==> src/kbd_map.svh <==
`ifndef KBD_MAP_SVH
`define KBD_MAP_SVH

// host-visible byte addresses
`define KBD_DATA_ADDR        16'hc000
`define KBD_CLEAR_ADDR       16'hc010

// field positions in the returned byte
`define KBD_STROBE_BIT       7
`define KBD_HELD_BIT         7
`define KBD_CODE_MSB         6

// reset values
`define KBD_CODE_RESET       7'h00
`define KBD_STROBE_RESET     1'b0
`define KBD_RDATA_RESET      8'h00

// timing
`define KBD_CLOCK_KHZ        125000
`define KBD_REPEAT_DELAY_MS  500
`define KBD_REPEAT_PERIOD_MS 67

`endif

==> src/kbd_pkg.sv <==
package kbd_pkg;

    typedef logic [6:0] key_code_t;
    typedef logic [7:0] bus_byte_t;

    typedef enum logic [2:0] {
        rpt_idle  = 3'b001,
        rpt_delay = 3'b010,
        rpt_rate  = 3'b100
    } rpt_state_t;

endpackage : kbd_pkg

==> src/key_link_if.sv <==
`timescale 1ns/1ns
interface key_link_if (
    input wire logic clock,
    input wire logic reset
);
    logic              press;
    logic              release_ev;
    kbd_pkg::key_code_t code;
    logic              repeat_fire;
    logic              any_held;

    modport host (
        output press,
        output release_ev,
        output code,
        input  repeat_fire,
        input  any_held
    );

    modport tracker (
        input  clock,
        input  reset,
        input  press,
        input  release_ev,
        output any_held
    );

    modport repeater (
        input  clock,
        input  reset,
        input  press,
        input  release_ev,
        input  code,
        output repeat_fire
    );
endinterface : key_link_if

==> src/held_counter.sv <==
`timescale 1ns/1ns
module held_counter #(
    parameter int HELD_W = 4
) (
    key_link_if.tracker link
);
    logic [HELD_W-1:0] count_q;

    if (HELD_W < 1) begin : g_bad_width
        $error("held_counter: HELD_W must be at least 1");
    end

    // count of ordinary keys down; saturates rather than wrapping
    always_ff @(posedge link.clock) begin
        if (link.reset) begin
            count_q <= '0;
        end else if (link.press && !link.release_ev) begin
            if (count_q != {HELD_W{1'b1}}) begin
                count_q <= count_q + 1'b1;
            end
        end else if (link.release_ev && !link.press && count_q != '0) begin
            count_q <= count_q - 1'b1;
        end
    end

    assign link.any_held = (count_q != '0);

    AST_HELD_AFTER_PRESS: assert property (
        @(posedge link.clock) disable iff (link.reset)
        link.press && !link.release_ev |=> link.any_held
    ) else $error("key press not reflected in held flag");

endmodule : held_counter

==> src/key_repeat.sv <==
`timescale 1ns/1ns
`include "kbd_map.svh"
module key_repeat #(
    parameter int CNT_W         = 27,
    parameter int DELAY_CYCLES  = 62500000,
    parameter int PERIOD_CYCLES = 8375000
) (
    key_link_if.repeater link
);
    localparam logic [CNT_W-1:0] DELAY_LOAD  = CNT_W'(DELAY_CYCLES - 1);
    localparam logic [CNT_W-1:0] PERIOD_LOAD = CNT_W'(PERIOD_CYCLES - 1);

    kbd_pkg::rpt_state_t state_q;
    kbd_pkg::key_code_t  rpt_code_q;
    logic [CNT_W-1:0]    cnt_q;
    logic                fire_q;
    logic                own_release;

    if (DELAY_CYCLES < 1 || PERIOD_CYCLES < 1 ||
        DELAY_CYCLES >= (64'd1 << CNT_W) || PERIOD_CYCLES >= (64'd1 << CNT_W)) begin : g_bad
        $error("key_repeat: repeat counts do not fit CNT_W");
    end

    assign own_release = link.release_ev && (link.code == rpt_code_q);

    // repeat only the most recent ordinary key, stop when it is let go
    always_ff @(posedge link.clock) begin
        if (link.reset) begin
            state_q    <= kbd_pkg::rpt_idle;
            rpt_code_q <= `KBD_CODE_RESET;
            cnt_q      <= '0;
            fire_q     <= 1'b0;
        end else begin
            fire_q <= 1'b0;
            if (link.press) begin
                state_q    <= kbd_pkg::rpt_delay;
                rpt_code_q <= link.code;
                cnt_q      <= DELAY_LOAD;
            end else begin
                case (state_q)
                    kbd_pkg::rpt_idle: begin
                        cnt_q <= '0;
                    end
                    kbd_pkg::rpt_delay,
                    kbd_pkg::rpt_rate: begin
                        if (own_release) begin
                            state_q <= kbd_pkg::rpt_idle;
                        end else if (cnt_q == '0) begin
                            fire_q  <= 1'b1;
                            state_q <= kbd_pkg::rpt_rate;
                            cnt_q   <= PERIOD_LOAD;
                        end else begin
                            cnt_q <= cnt_q - 1'b1;
                        end
                    end
                    default: begin
                        state_q <= kbd_pkg::rpt_idle;
                    end
                endcase
            end
        end
    end

    assign link.repeat_fire = fire_q;

    AST_FIRE_ONLY_WHILE_HELD: assert property (
        @(posedge link.clock) disable iff (link.reset)
        link.repeat_fire |-> $past(state_q) != kbd_pkg::rpt_idle
    ) else $error("repeat fired with no key held");

    AST_RELEASE_STOPS: assert property (
        @(posedge link.clock) disable iff (link.reset)
        own_release && !link.press |=> !link.repeat_fire ##1 !link.repeat_fire
    ) else $error("repeat continued after release");

endmodule : key_repeat

==> src/keyboard_data_strobe_latch.sv <==
// Function
// Data location read returns the latched character code in bits 6..0.
// Data location read returns the key strobe in bit 7.
// A new key press sets the strobe; it stays set until cleared.
// Any read or write of the clear location clears the strobe; data ignored.
// Clear location read returns key-held flag in bit 7.
// Modifier keys never count toward the key-held flag.
// Reading the key-held flag also clears the strobe.
// Software reads the strobe first, then the key-held flag.
// A cleared strobe stays low until the next key press; a key repeat also sets it again.
// Clearing the strobe leaves the latched code unchanged.
// Every 7-bit code, control codes included, can be latched.
// A held key repeats its code, each repeat setting the strobe.
// New presses register while any number of keys are held.
// Modifier keys load no code; their state lives elsewhere.
// Reset clears the strobe and the latched code.
`timescale 1ns/1ns
`include "kbd_map.svh"
module keyboard_data_strobe_latch #(
    parameter int HELD_W               = 4,
    parameter int CNT_W                = 27,
    parameter int REPEAT_DELAY_CYCLES  = `KBD_REPEAT_DELAY_MS * `KBD_CLOCK_KHZ,
    parameter int REPEAT_PERIOD_CYCLES = `KBD_REPEAT_PERIOD_MS * `KBD_CLOCK_KHZ
) (
    input  wire logic               clock,
    input  wire logic               reset,
    input  wire logic [15:0]        bus_addr,
    input  wire logic               bus_read,
    input  wire logic               bus_write,
    input  wire logic [7:0]         bus_wdata,
    output logic [7:0]              bus_rdata,
    output logic                    bus_rvalid,
    input  wire logic               key_valid,
    input  wire kbd_pkg::key_code_t key_code,
    input  wire logic               key_release,
    input  wire logic               key_modifier
);

    ////////////////////////////////////////////////////////////////////////////

    logic                press_ok;
    logic                rel_ok;
    logic                set_strobe;
    logic                hit_data;
    logic                hit_clear;
    logic                clear_acc;
    logic                strobe_q;
    kbd_pkg::key_code_t  code_q;
    kbd_pkg::bus_byte_t  rdata_q;
    logic                rvalid_q;
    logic                wdata_unused;

    key_link_if link (
        .clock (clock),
        .reset (reset)
    );

    if (HELD_W < 1 || CNT_W < 2 || CNT_W > 31) begin : g_bad_param
        $error("keyboard_data_strobe_latch: unsupported HELD_W or CNT_W");
    end

    ////////////////////////////////////////////////////////////////////////////
    // key event qualification

    // modifiers only shape codes upstream; they neither load nor count
    assign press_ok = key_valid && !key_release && !key_modifier;
    assign rel_ok   = key_valid &&  key_release && !key_modifier;

    assign link.press      = press_ok;
    assign link.release_ev = rel_ok;
    assign link.code       = key_code;

    assign set_strobe = press_ok || link.repeat_fire;

    held_counter #(
        .HELD_W (HELD_W)
    ) u_held (
        .link (link.tracker)
    );

    key_repeat #(
        .CNT_W         (CNT_W),
        .DELAY_CYCLES  (REPEAT_DELAY_CYCLES),
        .PERIOD_CYCLES (REPEAT_PERIOD_CYCLES)
    ) u_repeat (
        .link (link.repeater)
    );

    ////////////////////////////////////////////////////////////////////////////
    // address decode

    always_comb begin
        hit_data  = 1'b0;
        hit_clear = 1'b0;
        if (bus_addr == `KBD_DATA_ADDR) begin
            hit_data = 1'b1;
        end else if (bus_addr == `KBD_CLEAR_ADDR) begin
            hit_clear = 1'b1;
        end
    end

    // write data is deliberately discarded: the access alone is the command
    assign wdata_unused = ^bus_wdata;
    assign clear_acc    = (bus_read || bus_write) && hit_clear;

    ////////////////////////////////////////////////////////////////////////////
    // strobe flag

    // a press in the clearing cycle wins so it is not lost
    always_ff @(posedge clock) begin
        if (reset) begin
            strobe_q <= `KBD_STROBE_RESET;
        end else if (set_strobe) begin
            strobe_q <= 1'b1;
        end else if (clear_acc) begin
            strobe_q <= 1'b0;
        end
    end

    ////////////////////////////////////////////////////////////////////////////
    // character code latch

    // repeats leave the code as is: it already holds the repeating key
    always_ff @(posedge clock) begin
        if (reset) begin
            code_q <= `KBD_CODE_RESET;
        end else if (press_ok) begin
            code_q <= key_code;
        end
    end

    ////////////////////////////////////////////////////////////////////////////
    // read data

    always_ff @(posedge clock) begin
        if (reset) begin
            rdata_q <= `KBD_RDATA_RESET;
        end else if (bus_read) begin
            if (hit_data) begin
                rdata_q <= {strobe_q, code_q};
            end else if (hit_clear) begin
                rdata_q <= {link.any_held, 7'h00};
            end else begin
                rdata_q <= `KBD_RDATA_RESET;
            end
        end
    end

    always_ff @(posedge clock) begin
        if (reset) begin
            rvalid_q <= 1'b0;
        end else begin
            rvalid_q <= bus_read;
        end
    end

    assign bus_rdata  = rdata_q;
    assign bus_rvalid = rvalid_q;

    ////////////////////////////////////////////////////////////////////////////
    // checks

    AST_DATA_CODE: assert property (
        @(posedge clock) disable iff (reset)
        bus_read && hit_data |=> bus_rvalid && bus_rdata[`KBD_CODE_MSB:0] == $past(code_q)
    ) else $error("data read returned wrong code");

    AST_DATA_STROBE: assert property (
        @(posedge clock) disable iff (reset)
        bus_read && hit_data |=> bus_rdata[`KBD_STROBE_BIT] == $past(strobe_q)
    ) else $error("data read returned wrong strobe");

    AST_STROBE_SET: assert property (
        @(posedge clock) disable iff (reset)
        press_ok |=> strobe_q
    ) else $error("key press did not set strobe");

    AST_STROBE_HOLDS: assert property (
        @(posedge clock) disable iff (reset)
        strobe_q && !clear_acc |=> strobe_q
    ) else $error("strobe dropped without a clear access");

    AST_WRITE_CLEARS: assert property (
        @(posedge clock) disable iff (reset)
        bus_write && hit_clear && !set_strobe |=> !strobe_q
    ) else $error("write to clear location left strobe set");

    AST_HELD_READ: assert property (
        @(posedge clock) disable iff (reset)
        bus_read && hit_clear |=>
            bus_rdata[`KBD_HELD_BIT] == $past(link.any_held) && bus_rdata[6:0] == 7'h00
    ) else $error("clear location read returned wrong held flag");

    AST_MODIFIER_NO_HELD: assert property (
        @(posedge clock) disable iff (reset)
        key_valid && key_modifier |=> link.any_held == $past(link.any_held)
    ) else $error("modifier changed held flag");

    AST_READ_CLEARS: assert property (
        @(posedge clock) disable iff (reset)
        bus_read && hit_clear && !set_strobe |=> !strobe_q
    ) else $error("held flag read did not clear strobe");

    AST_STAYS_CLEAR: assert property (
        @(posedge clock) disable iff (reset)
        !strobe_q && !set_strobe |=> !strobe_q
    ) else $error("strobe rose without a key press");

    AST_CODE_KEPT: assert property (
        @(posedge clock) disable iff (reset)
        !press_ok |=> $stable(code_q)
    ) else $error("code changed without a key press");

    AST_ANY_CODE: assert property (
        @(posedge clock) disable iff (reset)
        press_ok |=> code_q == $past(key_code)
    ) else $error("pressed code not latched");

    AST_REPEAT_SETS: assert property (
        @(posedge clock) disable iff (reset)
        link.repeat_fire |=> strobe_q && ($past(press_ok) || $stable(code_q))
    ) else $error("repeat did not set strobe");

    AST_MODIFIER_NO_LOAD: assert property (
        @(posedge clock) disable iff (reset)
        key_valid && key_modifier |=> $stable(code_q)
    ) else $error("modifier loaded a code");

    AST_RESET_CLEARS: assert property (
        @(posedge clock)
        reset |=> !strobe_q && code_q == `KBD_CODE_RESET && bus_rdata == `KBD_RDATA_RESET
    ) else $error("reset left stale key state");

    AST_RVALID_AFTER_READ: assert property (
        @(posedge clock) disable iff (reset)
        bus_read |=> bus_rvalid
    ) else $error("read got no valid pulse");

    AST_RVALID_ONLY_READ: assert property (
        @(posedge clock) disable iff (reset)
        !bus_read |=> !bus_rvalid
    ) else $error("valid pulse without a read");

    AST_RDATA_STANDS: assert property (
        @(posedge clock) disable iff (reset)
        !bus_read |=> $stable(bus_rdata)
    ) else $error("read data changed without a read");

    AST_UNMAPPED_ZERO: assert property (
        @(posedge clock) disable iff (reset)
        bus_read && !hit_data && !hit_clear |=> bus_rdata == `KBD_RDATA_RESET
    ) else $error("unmapped read returned nonzero data");

    AST_SET_WINS: assert property (
        @(posedge clock) disable iff (reset)
        set_strobe |=> strobe_q
    ) else $error("press or repeat lost against a clear access");

    AST_PRESS_THEN_READ: assert property (
        @(posedge clock) disable iff (reset)
        press_ok ##1 !clear_acc ##1 (bus_read && hit_data) |=> bus_rdata[`KBD_STROBE_BIT]
    ) else $error("data read after press showed no strobe");

    AST_DATA_READ_KEEPS: assert property (
        @(posedge clock) disable iff (reset)
        bus_read && hit_data && !set_strobe |=> strobe_q == $past(strobe_q)
    ) else $error("data read changed the strobe");

    AST_DATA_WRITE_KEEPS: assert property (
        @(posedge clock) disable iff (reset)
        bus_write && hit_data && !set_strobe |=> strobe_q == $past(strobe_q)
    ) else $error("data location write changed the strobe");

    AST_CLEAR_KEEPS_CODE: assert property (
        @(posedge clock) disable iff (reset)
        clear_acc && !press_ok |=> $stable(code_q)
    ) else $error("clear access changed the code");

    AST_RELEASE_NO_LOAD: assert property (
        @(posedge clock) disable iff (reset)
        key_valid && key_release |=> $stable(code_q)
    ) else $error("key release loaded a code");

    AST_RELEASE_NO_STROBE: assert property (
        @(posedge clock) disable iff (reset)
        key_valid && key_release && !link.repeat_fire && !strobe_q |=> !strobe_q
    ) else $error("key release set the strobe");

    AST_MODIFIER_NO_STROBE: assert property (
        @(posedge clock) disable iff (reset)
        key_valid && key_modifier && !link.repeat_fire && !strobe_q |=> !strobe_q
    ) else $error("modifier set the strobe");

    AST_HELD_ON_PRESS: assert property (
        @(posedge clock) disable iff (reset)
        press_ok |=> link.any_held
    ) else $error("press not seen as held");

    AST_HELD_IDLE_STABLE: assert property (
        @(posedge clock) disable iff (reset)
        !key_valid |=> link.any_held == $past(link.any_held)
    ) else $error("held flag moved without a key event");

    AST_RESET_IDLE: assert property (
        @(posedge clock)
        reset |=> !bus_rvalid && !link.any_held && !link.repeat_fire
    ) else $error("reset left bus or key tracking active");

    AST_STROBE_FROM_EVENT: assert property (
        @(posedge clock) disable iff (reset)
        $rose(strobe_q) |-> $past(set_strobe)
    ) else $error("strobe rose without press or repeat");

    AST_CODE_FROM_PRESS: assert property (
        @(posedge clock) disable iff (reset)
        $changed(code_q) |-> $past(press_ok)
    ) else $error("code changed without a press");

endmodule : keyboard_data_strobe_latch

==> config.mk <==
export PLATFORM = sky130hd
export DESIGN_NAME = keyboard_data_strobe_latch
export DESIGN_NICKNAME = d
export VERILOG_FILES = /design/src/kbd_pkg.sv /design/src/key_link_if.sv /design/src/held_counter.sv /design/src/key_repeat.sv /design/src/keyboard_data_strobe_latch.sv
export VERILOG_INCLUDE_DIRS = /design/src /design/src/src
export SDC_FILE = /design/constraint.sdc
export NUM_CORES = 1
export LEC_CHECK = 0
export BUFFER_PORTS_ARGS = -buffer_cell sky130_fd_sc_hd__buf_2
export CAP_MARGIN = 20
export CORE_MARGIN = 3
export CORE_UTILIZATION = 35
export CTS_CLUSTER_SIZE = 25
export DETAILED_ROUTE_END_ITERATION = 16
export PLACE_DENSITY_LB_ADDON = 0.15
export SLEW_MARGIN = 5
export SYNTH_ARGS = -nofsm -noshare
export SYNTH_HDL_FRONTEND = slang
export SYNTH_SLANG_ARGS = --single-unit
==> constraint.sdc <==
create_clock -name clock -period 3.7 [get_ports clock]
set_input_delay 0.555 -clock clock [delete_from_list [all_inputs] [get_ports clock]]
set_output_delay 0.555 -clock clock [all_outputs]
set_load 0.05 [all_outputs]
==> out/metrics.cfg, run 1 <==
[outcome]
outcome=finished clean

[floorplanning]
core_area_um2=7450
die-height_um=94.5
initial_core_util=0.368
i_o_pin_cnt=47
die_w_um=94.5
placement_rows=31
fp.dieArea_um2=8940

[yosys]
syn-cell-area_um2=2740
yosys.cell_types.count=58
yosysTopAreaCellShare=0.379
postSynthAreaPerCell_um2=8.05
synth.yosys.seq_area_share=0.379
yosysWarnings=0
synth-edff-count=0
synth.net_count=384
synthFlopType=sky130_fd_sc_hd__dfxtp_1
number_of_storage_elements_in_the_synthesis_netlist=52
postSynthCellCount=341
synthTopCellsByArea=sky130_fd_sc_hd__dfxtp_1, sky130_fd_sc_hd__a21oi_1, sky130_fd_sc_hd__nand2_1
area_leader_netlist=sky130_fd_sc_hd__dfxtp_1
synth-async-reset-ratio=0

[sta]
finClkSkew_ps=8.05
final_period_minus_worst_setup_slack_ps=2500
tightestPinTransition_ps=802
rsz0062_at_grt=no
final_min_period_over_clock_period=0.677
timing.setup.tns_ps=0
slew_headroom=0.460
maxClockFrequency_ghz=0.400
finalSetupViolCount=0
timing.final.hold_violations=0
maxSlewViolCount=0

[routing]
totalWireLength_um=7690
met3WireLength_um=374
wirelength_met1_um=3640
dr_wl_met2_um=3610
detail_route.iter0.violations=175
via_count=2668
drt.antenna.violating_nets=0
avgViaCountPerCell=5.57
drt-pass1-iter-count=5
routed_wire_length_per_instance_um=16.0
maxUsedRoutingLayer=met4
post-route-drc-count=0

[setup_path]
reg2regPathDepth=6
worst_path_max_delay_cell=sky130_fd_sc_hd__nor4bb_1
rrSetupSlack_ps=1200
cp-end-kind=flop
worst-endpoint-arrival_ps=2720
cpPeakStageDelay_ps=500
critPathRequiredTime_ps=3910
timing.critical_path.fanout_max=6
crit-reg2reg-capture=u_repeat.cnt_q[3]
critical_path.cell_chain=nor3_1 > nor4bb_1 > nand4_1 > nand3_1 > a21oi_1 > a221o_1
critical_path.reg2reg.startpoint=u_repeat.cnt_q[2]
cp-start-kind=flop
worstSetupEndpoint=u_repeat.cnt_q[3]
critical_path_start_end_classification=reg2reg
worst_setup_startpoint=u_repeat.cnt_q[2]

[global_route]
grt_pass1_wl_um=12900
global_route.usage.total=0.183
grt_pass1_vias=2589
grt.overflow.total=0
antenna_violations_before_repair=0
largest_net_degree_at_the_start_of_global_routing=31

[clock_tree]
cts.clk_slew.worst_paths_ps=110
clockBufferDepth=2
cts_root_buf=sky130_fd_sc_hd__clkbuf_8
postCtsSetupBuffers=0
cts_hold_buffers=0
cts_resized=0
tritoncts=yes
cts_max_level=2
clock-sinks=52
number_of_buffers_created_by_cts=5
insertion_delay_ps=320

[min_path]
hold_class=in2reg
hp-start=key_code[4]

[power]
power.combinational.fraction=0.181
power.switching_w=0.000368
sequentialPowerShare=0.481
vdd_ir_drop_max_uv=154
power.share.clock=0.338
power_report.internal_total_w=0.000863
power_per_cell_area_nw_per_um2=389
static-leakage-power_nw=1.25
p_sw_frac=0.299
totalPowerFinal_w=0.00123

[placement]
gp_congestion=0.796
port_buffers=38
detailedPlacementHpwl_um=5460
cell_count_post_placement=471

[cells_and_area]
final_cell_count_no_fill=479
diodes=0
layout-drive-gt1-share=0.168
final_net_count=422
syn2layout_area_growth_pct=15.3

[run]
maxCapViolCount=0

critical path, delay by kind of cell (launching register included):
| kind | cells | cell delay (ps) |
|---|---|---|
| simple gates | 4 | 1690 |
| flops | 1 | 370 |
| compound gates | 2 | 340 |
layout by cell type (no fill, tap or decap), types with 8 or more instances in the layout:
cell,n
sky130_fd_sc_hd__a21oi_1,37
sky130_fd_sc_hd__buf_2,38
sky130_fd_sc_hd__dfxtp_1,52
sky130_fd_sc_hd__nand2_1,36
sky130_fd_sc_hd__nand3_1,10
sky130_fd_sc_hd__nand4_1,8
sky130_fd_sc_hd__nor2_1,34
sky130_fd_sc_hd__nor2b_1,10
sky130_fd_sc_hd__nor3_1,9
sky130_fd_sc_hd__o21ai_0,23
sky130_fd_sc_hd__or3_1,10
sky130_fd_sc_hd__xnor2_1,10
cell families after synthesis:
group	Yosys count	share of synthesized area
multiplexers	2	0.00730
flip-flops	52	0.379
adder cells (fa/ha/maj)	5	0.0255
AND/OR/NAND/NOR	155	0.309
AO/OA/AOI/OAI	95	0.209
XOR/XNOR	14	0.0447
buffers and inverters	18	0.0251
registers in the layout (all words and copies together), names as in the netlist:
| register | cells |
|---|---|
| u_held.count_q | 4 |
| bus_rvalid | 1 |
| strobe_q | 1 |
| u_repeat.rpt_code_q | 7 |
| u_repeat.state_q | 3 |
| u_repeat.cnt_q | 27 |
| bus_rdata | 8 |
| u_repeat.link.repeat_fire | 1 |
power groups by stage:
| stage | clock network (W) | registers, W | logic (W) |
|---|---|---|---|
| floorplan | 0 | 0.000602 | 0.000152 |
| global placement | 0 | 0.000605 | 0.000219 |
| detailed placement | 0 | 0.000605 | 0.000220 |
| CTS | 0.000422 | 0.000592 | 0.000221 |
| global route | 0.000442 | 0.000595 | 0.000249 |
| finish | 0.000416 | 0.000592 | 0.000223 |
worst min-delay path by stage:
stage / cells past startpoint / endpoint / slack [ps]
after floorplan: 2 / u_repeat.cnt_q[8] / 450
after global placement: 2 / u_repeat.cnt_q[8] / 470
after detailed placement: 2 / u_repeat.cnt_q[8] / 480
after CTS: 3 / u_repeat.rpt_code_q[4] / 480
after global routing: 3 / u_repeat.rpt_code_q[0] / 490
final: 3 / u_repeat.rpt_code_q[4] / 480
through the flow:
stage / instance area (µm²) / hold WS, ps / utilization / setup slack, ps
floorplan: 2740 / 448 / - / 938
global placement: 3050 / 466 / 0.409 / 1030
detailed placement: 3050 / 477 / 0.409 / 994
CTS: 3160 / 477 / 0.425 / 1210
global route: 3160 / 485 / 0.425 / 1010
finish: 3160 / 480 / 0.425 / 1200
metal layers:
metal / vias to the layer above / GRT usage
li1: 1331 / -
met1: 1270 / 0.254
met2: 60 / 0.298
met3: 7 / 0.0271
met4: 0 / 0.0433
met5: - / 0
final cells by class:
type                    count  area (µm²)
well taps                  99         124
flip-flops and latches     52        1040
clock inverters             3        46.3
fillers                   794        4280
repair buffers             43         228
multi-input cells         271        1630
inverters                   6        22.5
clock buffers               5        68.8
cells in the mapped netlist (all sizes together), types with 4 or more instances:
cell / number
nand4: 8
ha: 4
inv: 4
or4: 7
xnor2: 10
and3: 4
xor2: 4
nor2: 35
o21ai: 24
nor4: 9
nand2: 36
a211oi: 4
a21oi: 37
nand3: 10
nor3: 11
clkbuf: 11
a31oi: 7
dfxtp: 52
nor2b: 10
or3: 11
(Power assumes the default switching activity.)
==> run 2: changes to the inputs <==
==> constraint.sdc (replaced) <==
create_clock -name clock -period 2.1 [get_ports clock]
set_input_delay 0.315 -clock clock [delete_from_list [all_inputs] [get_ports clock]]
set_output_delay 0.315 -clock clock [all_outputs]
set_load 0.05 [all_outputs]
==> out/metrics.cfg, run 2 (synthesis results as in run 1) <==
[outcome]
outcome=finished, violations left
violations=setup timing

[floorplanning]
die-height_um=94.5
initial_core_util=0.368
die_w_um=94.5
core_area_um2=7450
fp.dieArea_um2=8940
i_o_pin_cnt=47
placement_rows=31

[routing]
totalWireLength_um=8140
drt.antenna.violating_nets=0
drt-pass1-iter-count=4
routed_wire_length_per_instance_um=15.4
detail_route.iter0.violations=174
via_count=2880
post-route-drc-count=0
avgViaCountPerCell=5.46

[clock_tree]
cts_max_level=2
insertion_delay_ps=320
clockBufferDepth=2
clock-sinks=52
tritoncts=yes
cts.clk_slew.worst_paths_ps=120
number_of_buffers_created_by_cts=5
cts_hold_buffers=0
cts_root_buf=sky130_fd_sc_hd__clkbuf_8

[cells_and_area]
stdcell_area_um2=3630
leading_cell_types_in_the_layout_fill_and_taps_excluded=sky130_fd_sc_hd__buf_4, sky130_fd_sc_hd__dfxtp_1, sky130_fd_sc_hd__buf_2
diodes=0
layout.filler_cells=744
final_net_count=470
syn2layout_area_growth_pct=32.3
final_cell_count_no_fill=527
regMostFlops=u_repeat.cnt_q
layout-drive-gt1-share=0.299
largest_register_ff_count=27
layout_commonest_cell=sky130_fd_sc_hd__buf_4

[sta]
final_critical_path_setup_slack_ps=-5.89
maxSlewViolCount=0
final_period_minus_worst_setup_slack_ps=2110
final_min_period_over_clock_period=1.00
rsz0062_at_grt=yes
timing.final.hold_violations=0
tightestPinTransition_ps=686
maxClockFrequency_ghz=0.475
finClkSkew_ps=15.2
finalSetupViolCount=1
fin_hold_ws_ps=234
slew_headroom=0.540

[placement]
cell_count_post_placement=514
gp_congestion=0.879
detailed_place.area_um2=3420
detailedPlacementHpwl_um=5990
port_buffers=38

[power]
totalPowerFinal_w=0.00220
vdd_ir_drop_max_uv=311
static-leakage-power_nw=1.52
power_per_cell_area_nw_per_um2=607

[global_route]
grt.overflow.total=0
global_route.usage.total=0.192
grt_pass1_vias=2732
largest_net_degree_at_the_start_of_global_routing=30
grt_pass1_wl_um=13600
antenna_violations_before_repair=0

[run]
maxCapViolCount=0

[setup_path]
cp-end-kind=flop
critical_path_start_end_classification=reg2reg
worst-endpoint-arrival_ps=2320
critPathRequiredTime_ps=2310
cpPeakStageDelay_ps=580
critical_path.cell_chain=or4_4 > nor3_4 > nand2_2 > or3_4 > or3_1 > o311a_1
timing.critical_path.fanout_max=5
worst_path_max_delay_cell=sky130_fd_sc_hd__or4_4
cp-start-kind=flop

[min_path]
hold_class=in2reg

## run 2: changes by cell type in the layout (fill, tap and decap cells not counted), sizes merged
cell      change
inv           +2
buf          +48
bufinv        -1
clkinvlp      -1
## run 2: worst max-delay path, delay by kind of cell, from the launching register on
family / cells / cell delay, ps
AND/OR/NAND/NOR: 5 / 1540
AO/OA/AOI/OAI: 1 / 120
flip-flops: 1 / 330
## run 2: per-layer routing
| layer | GRT usage | part of all wire |
|---|---|---|
| met1 | 0.264 | 0.48 |
| met2 | 0.309 | 0.47 |
| met3 | 0.0279 | 0.040 |
| met4 | 0.0637 | 0.013 |
| met5 | 0 | 0 |
## run 2: metrics by stage
| stage | TNS, ps | util | worst slack (ps) |
|---|---|---|---|
| 2_1_floorplan | 0 | - | 18.7 |
| 3_3_place_gp | -357 | 0.459 | -71.4 |
| 3_5_place_dp | -529 | 0.459 | -84.5 |
| 4_1_cts | -18.4 | 0.477 | -18.4 |
| 5_1_grt | -140 | 0.487 | -63.2 |
| 6_report | -5.89 | 0.487 | -5.89 |
## run 2: cell type report
| class | count | area [µm²] | share of cell area |
|---|---|---|---|
| Inverter | 6 | 27.5 | 0.00758 |
| Sequential cell | 52 | 1040 | 0.287 |
| Clock inverter | 3 | 28.8 | 0.00793 |
| Clock buffer | 5 | 68.8 | 0.0190 |
| Timing Repair Buffer | 91 | 613 | 0.169 |
| Tap cell | 99 | 124 | 0.0341 |
| Multi-Input combinational cell | 271 | 1720 | 0.475 |
## run 2: where the power goes
group	internal [W]	switching [W]	total [W]
Clock	0.000253	0.000393	0.000646
Sequential	0.00101	0.0000273	0.00104
Combinational	0.000240	0.000277	0.000516
Total	0.00151	0.000696	0.00220
## run 2: path summary, 6_finish.rpt
check,start,to,slack (ps),cells after the start
min,key_code[6],u_repeat.rpt_code_q[6],230,3
min reg2reg,strobe_q,strobe_q,490,2
max reg2reg,u_repeat.cnt_q[1],u_repeat.cnt_q[19],-6,6
max,u_repeat.cnt_q[1],u_repeat.cnt_q[19],-6,6
## run 2: repair_timing
action / 4_1_cts / 5_1_grt
hold endpoints to repair: 0 / 0
gates resized for setup: 3 / 14
buffers inserted: 3 / 2
pin swaps: 3 / 9
setup endpoints to repair: 14 / 19
==> run 3: changes to the inputs <==
--- a/config.mk
+++ b/config.mk
@@ -6,7 +6,7 @@
 export SDC_FILE = /design/constraint.sdc
 export NUM_CORES = 1
 export LEC_CHECK = 0
-export BUFFER_PORTS_ARGS = -buffer_cell sky130_fd_sc_hd__buf_2
+export BUFFER_PORTS_ARGS = -buffer_cell sky130_fd_sc_hd__buf_4
 export CAP_MARGIN = 20
 export CORE_MARGIN = 3
 export CORE_UTILIZATION = 35
==> out/metrics.cfg, run 3 (synthesis results as in run 1) <==
[min_path]
hp-start=key_code[4]
hold_class=in2reg

[power]
totalPowerFinal_w=0.00226
power_per_cell_area_nw_per_um2=599
power.switching_w=0.000716
static-leakage-power_nw=1.55
vdd_ir_drop_max_uv=403
p_sw_frac=0.317
power_report.internal_total_w=0.00154
power.combinational.fraction=0.250
power.share.clock=0.289
sequentialPowerShare=0.461

[setup_path]
cp-start-kind=flop
worst-endpoint-arrival_ps=2340
critical_path.reg2reg.startpoint=u_repeat.cnt_q[3]
worst_setup_startpoint=u_repeat.cnt_q[3]
timing.critical_path.fanout_max=5
critPathRequiredTime_ps=2310
cp-end-kind=flop
critical_path_start_end_classification=reg2reg

[clock_tree]
tritoncts=yes
clock-sinks=52
number_of_buffers_created_by_cts=5
cts_hold_buffers=0
cts_root_buf=sky130_fd_sc_hd__clkbuf_8
insertion_delay_ps=320
cts.clk_slew.worst_paths_ps=120
cts_max_level=2
clockBufferDepth=2

[sta]
tightestPinTransition_ps=701
finClkSkew_ps=12.9
final_period_minus_worst_setup_slack_ps=2130
final_min_period_over_clock_period=1.01
slew_headroom=0.530
maxSlewViolCount=0
maxClockFrequency_ghz=0.470
final_critical_path_setup_slack_ps=-29.1
timing.setup.tns_ps=-29.1
rsz0062_at_grt=yes
timing.final.hold_violations=0
finalSetupViolCount=1

[floorplanning]
die-height_um=94.5
i_o_pin_cnt=47
core_area_um2=7450
die_w_um=94.5
initial_core_util=0.368
fp.dieArea_um2=8940
placement_rows=31

[placement]
port_buffers=38
gp_congestion=0.875
detailed_place.area_um2=3500
detailedPlacementHpwl_um=5950

[cells_and_area]
layout.area.seq_um2=1050
stdcell_area_um2=3770
diodes=0
syn2layout_area_growth_pct=37.4
postLayoutCoreUtil=0.506
leading_cell_types_in_the_layout_fill_and_taps_excluded=sky130_fd_sc_hd__buf_4, sky130_fd_sc_hd__dfxtp_1, sky130_fd_sc_hd__nand2_1
regMostFlops=u_repeat.cnt_q
largest_register_ff_count=27
layout.filler_cells=746
layout_commonest_cell=sky130_fd_sc_hd__buf_4
final_net_count=471
layout-drive-gt1-share=0.317
multi_input_gate_area_um2=1770

[global_route]
largest_net_degree_at_the_start_of_global_routing=30
grt.overflow.total=0
grt.met1_usage=0.270
globalRouteMet2Util=0.310
antenna_violations_before_repair=0
global_route.usage.total=0.192
groute.layer.met3.usage=0.0247
grt_pass1_vias=2697
grt_busiest_layer=met2
grt_pass1_wl_um=13500

[routing]
detail_route.iter0.violations=221
drt.antenna.violating_nets=0
post-route-drc-count=0
avgViaCountPerCell=5.40
drt-pass1-iter-count=5
routed_wire_length_per_instance_um=15.8
totalWireLength_um=8320
via_count=2849

[outcome]
violations=setup timing
outcome=finished, violations left

[run]
maxCapViolCount=0

[run 3: area by class of cell]
cell class | instances | share of cell area
Clock buffer | 5 | 0.0182
Clock inverter | 3 | 0.00763
Inverter | 6 | 0.00730
Multi-Input combinational cell | 271 | 0.469
Sequential cell | 52 | 0.277
Tap cell | 99 | 0.0328
Timing Repair Buffer | 92 | 0.187
[run 3: critical path, cell delays in order, from the launching register on]
cell	delay, ps
sky130_fd_sc_hd__dfxtp_2	360
sky130_fd_sc_hd__or4_4	570
sky130_fd_sc_hd__nor3_4	160
sky130_fd_sc_hd__nand2_2	100
sky130_fd_sc_hd__or3_4	340
sky130_fd_sc_hd__or3_1	360
sky130_fd_sc_hd__o311a_1	140
[run 3: power groups by stage]
| stage | Combinational [W] | Sequential [W] | Clock, W |
|---|---|---|---|
| floorplan | 0.000275 | 0.00106 | 0 |
| global placement | 0.000495 | 0.00106 | 0 |
| detailed placement | 0.000499 | 0.00106 | 0 |
| CTS | 0.000515 | 0.00104 | 0.000668 |
| global route | 0.000613 | 0.00105 | 0.000718 |
| finish | 0.000564 | 0.00104 | 0.000653 |
[run 3: metrics by stage]
stage	setup WS, ps	cells	hold WS, ps
after global placement	-96.8	514	470
final	-29.1	528	239
after global routing	-80.3	528	229
after detailed placement	-135	514	478
after CTS	-21.4	524	230
after floorplan	18.7	341	448
[run 3: routing by layer]
layer | share of wire | wire [µm]
met5 | 0 | 0
met4 | 0.013 | 106
met3 | 0.054 | 453
met2 | 0.45 | 3750
met1 | 0.48 | 4010
[run 3: path summary, 6_finish.rpt]
check | slack (ps) | cells after the start | to
hold reg to reg | 490 | 2 | u_repeat.rpt_code_q[0]
setup / recovery | -30 | 6 | u_repeat.cnt_q[19]
hold / removal | 240 | 3 | u_repeat.rpt_code_q[4]
setup reg to reg | -30 | 6 | u_repeat.cnt_q[19]
[run 3: repair_timing]
item,in CTS,in global routing
gates cloned,0,0
gates resized for setup,6,24
endpoints found under the hold margin,0,0
pin swaps,6,15
endpoints found under the setup margin,16,25
setup buffers,2,4
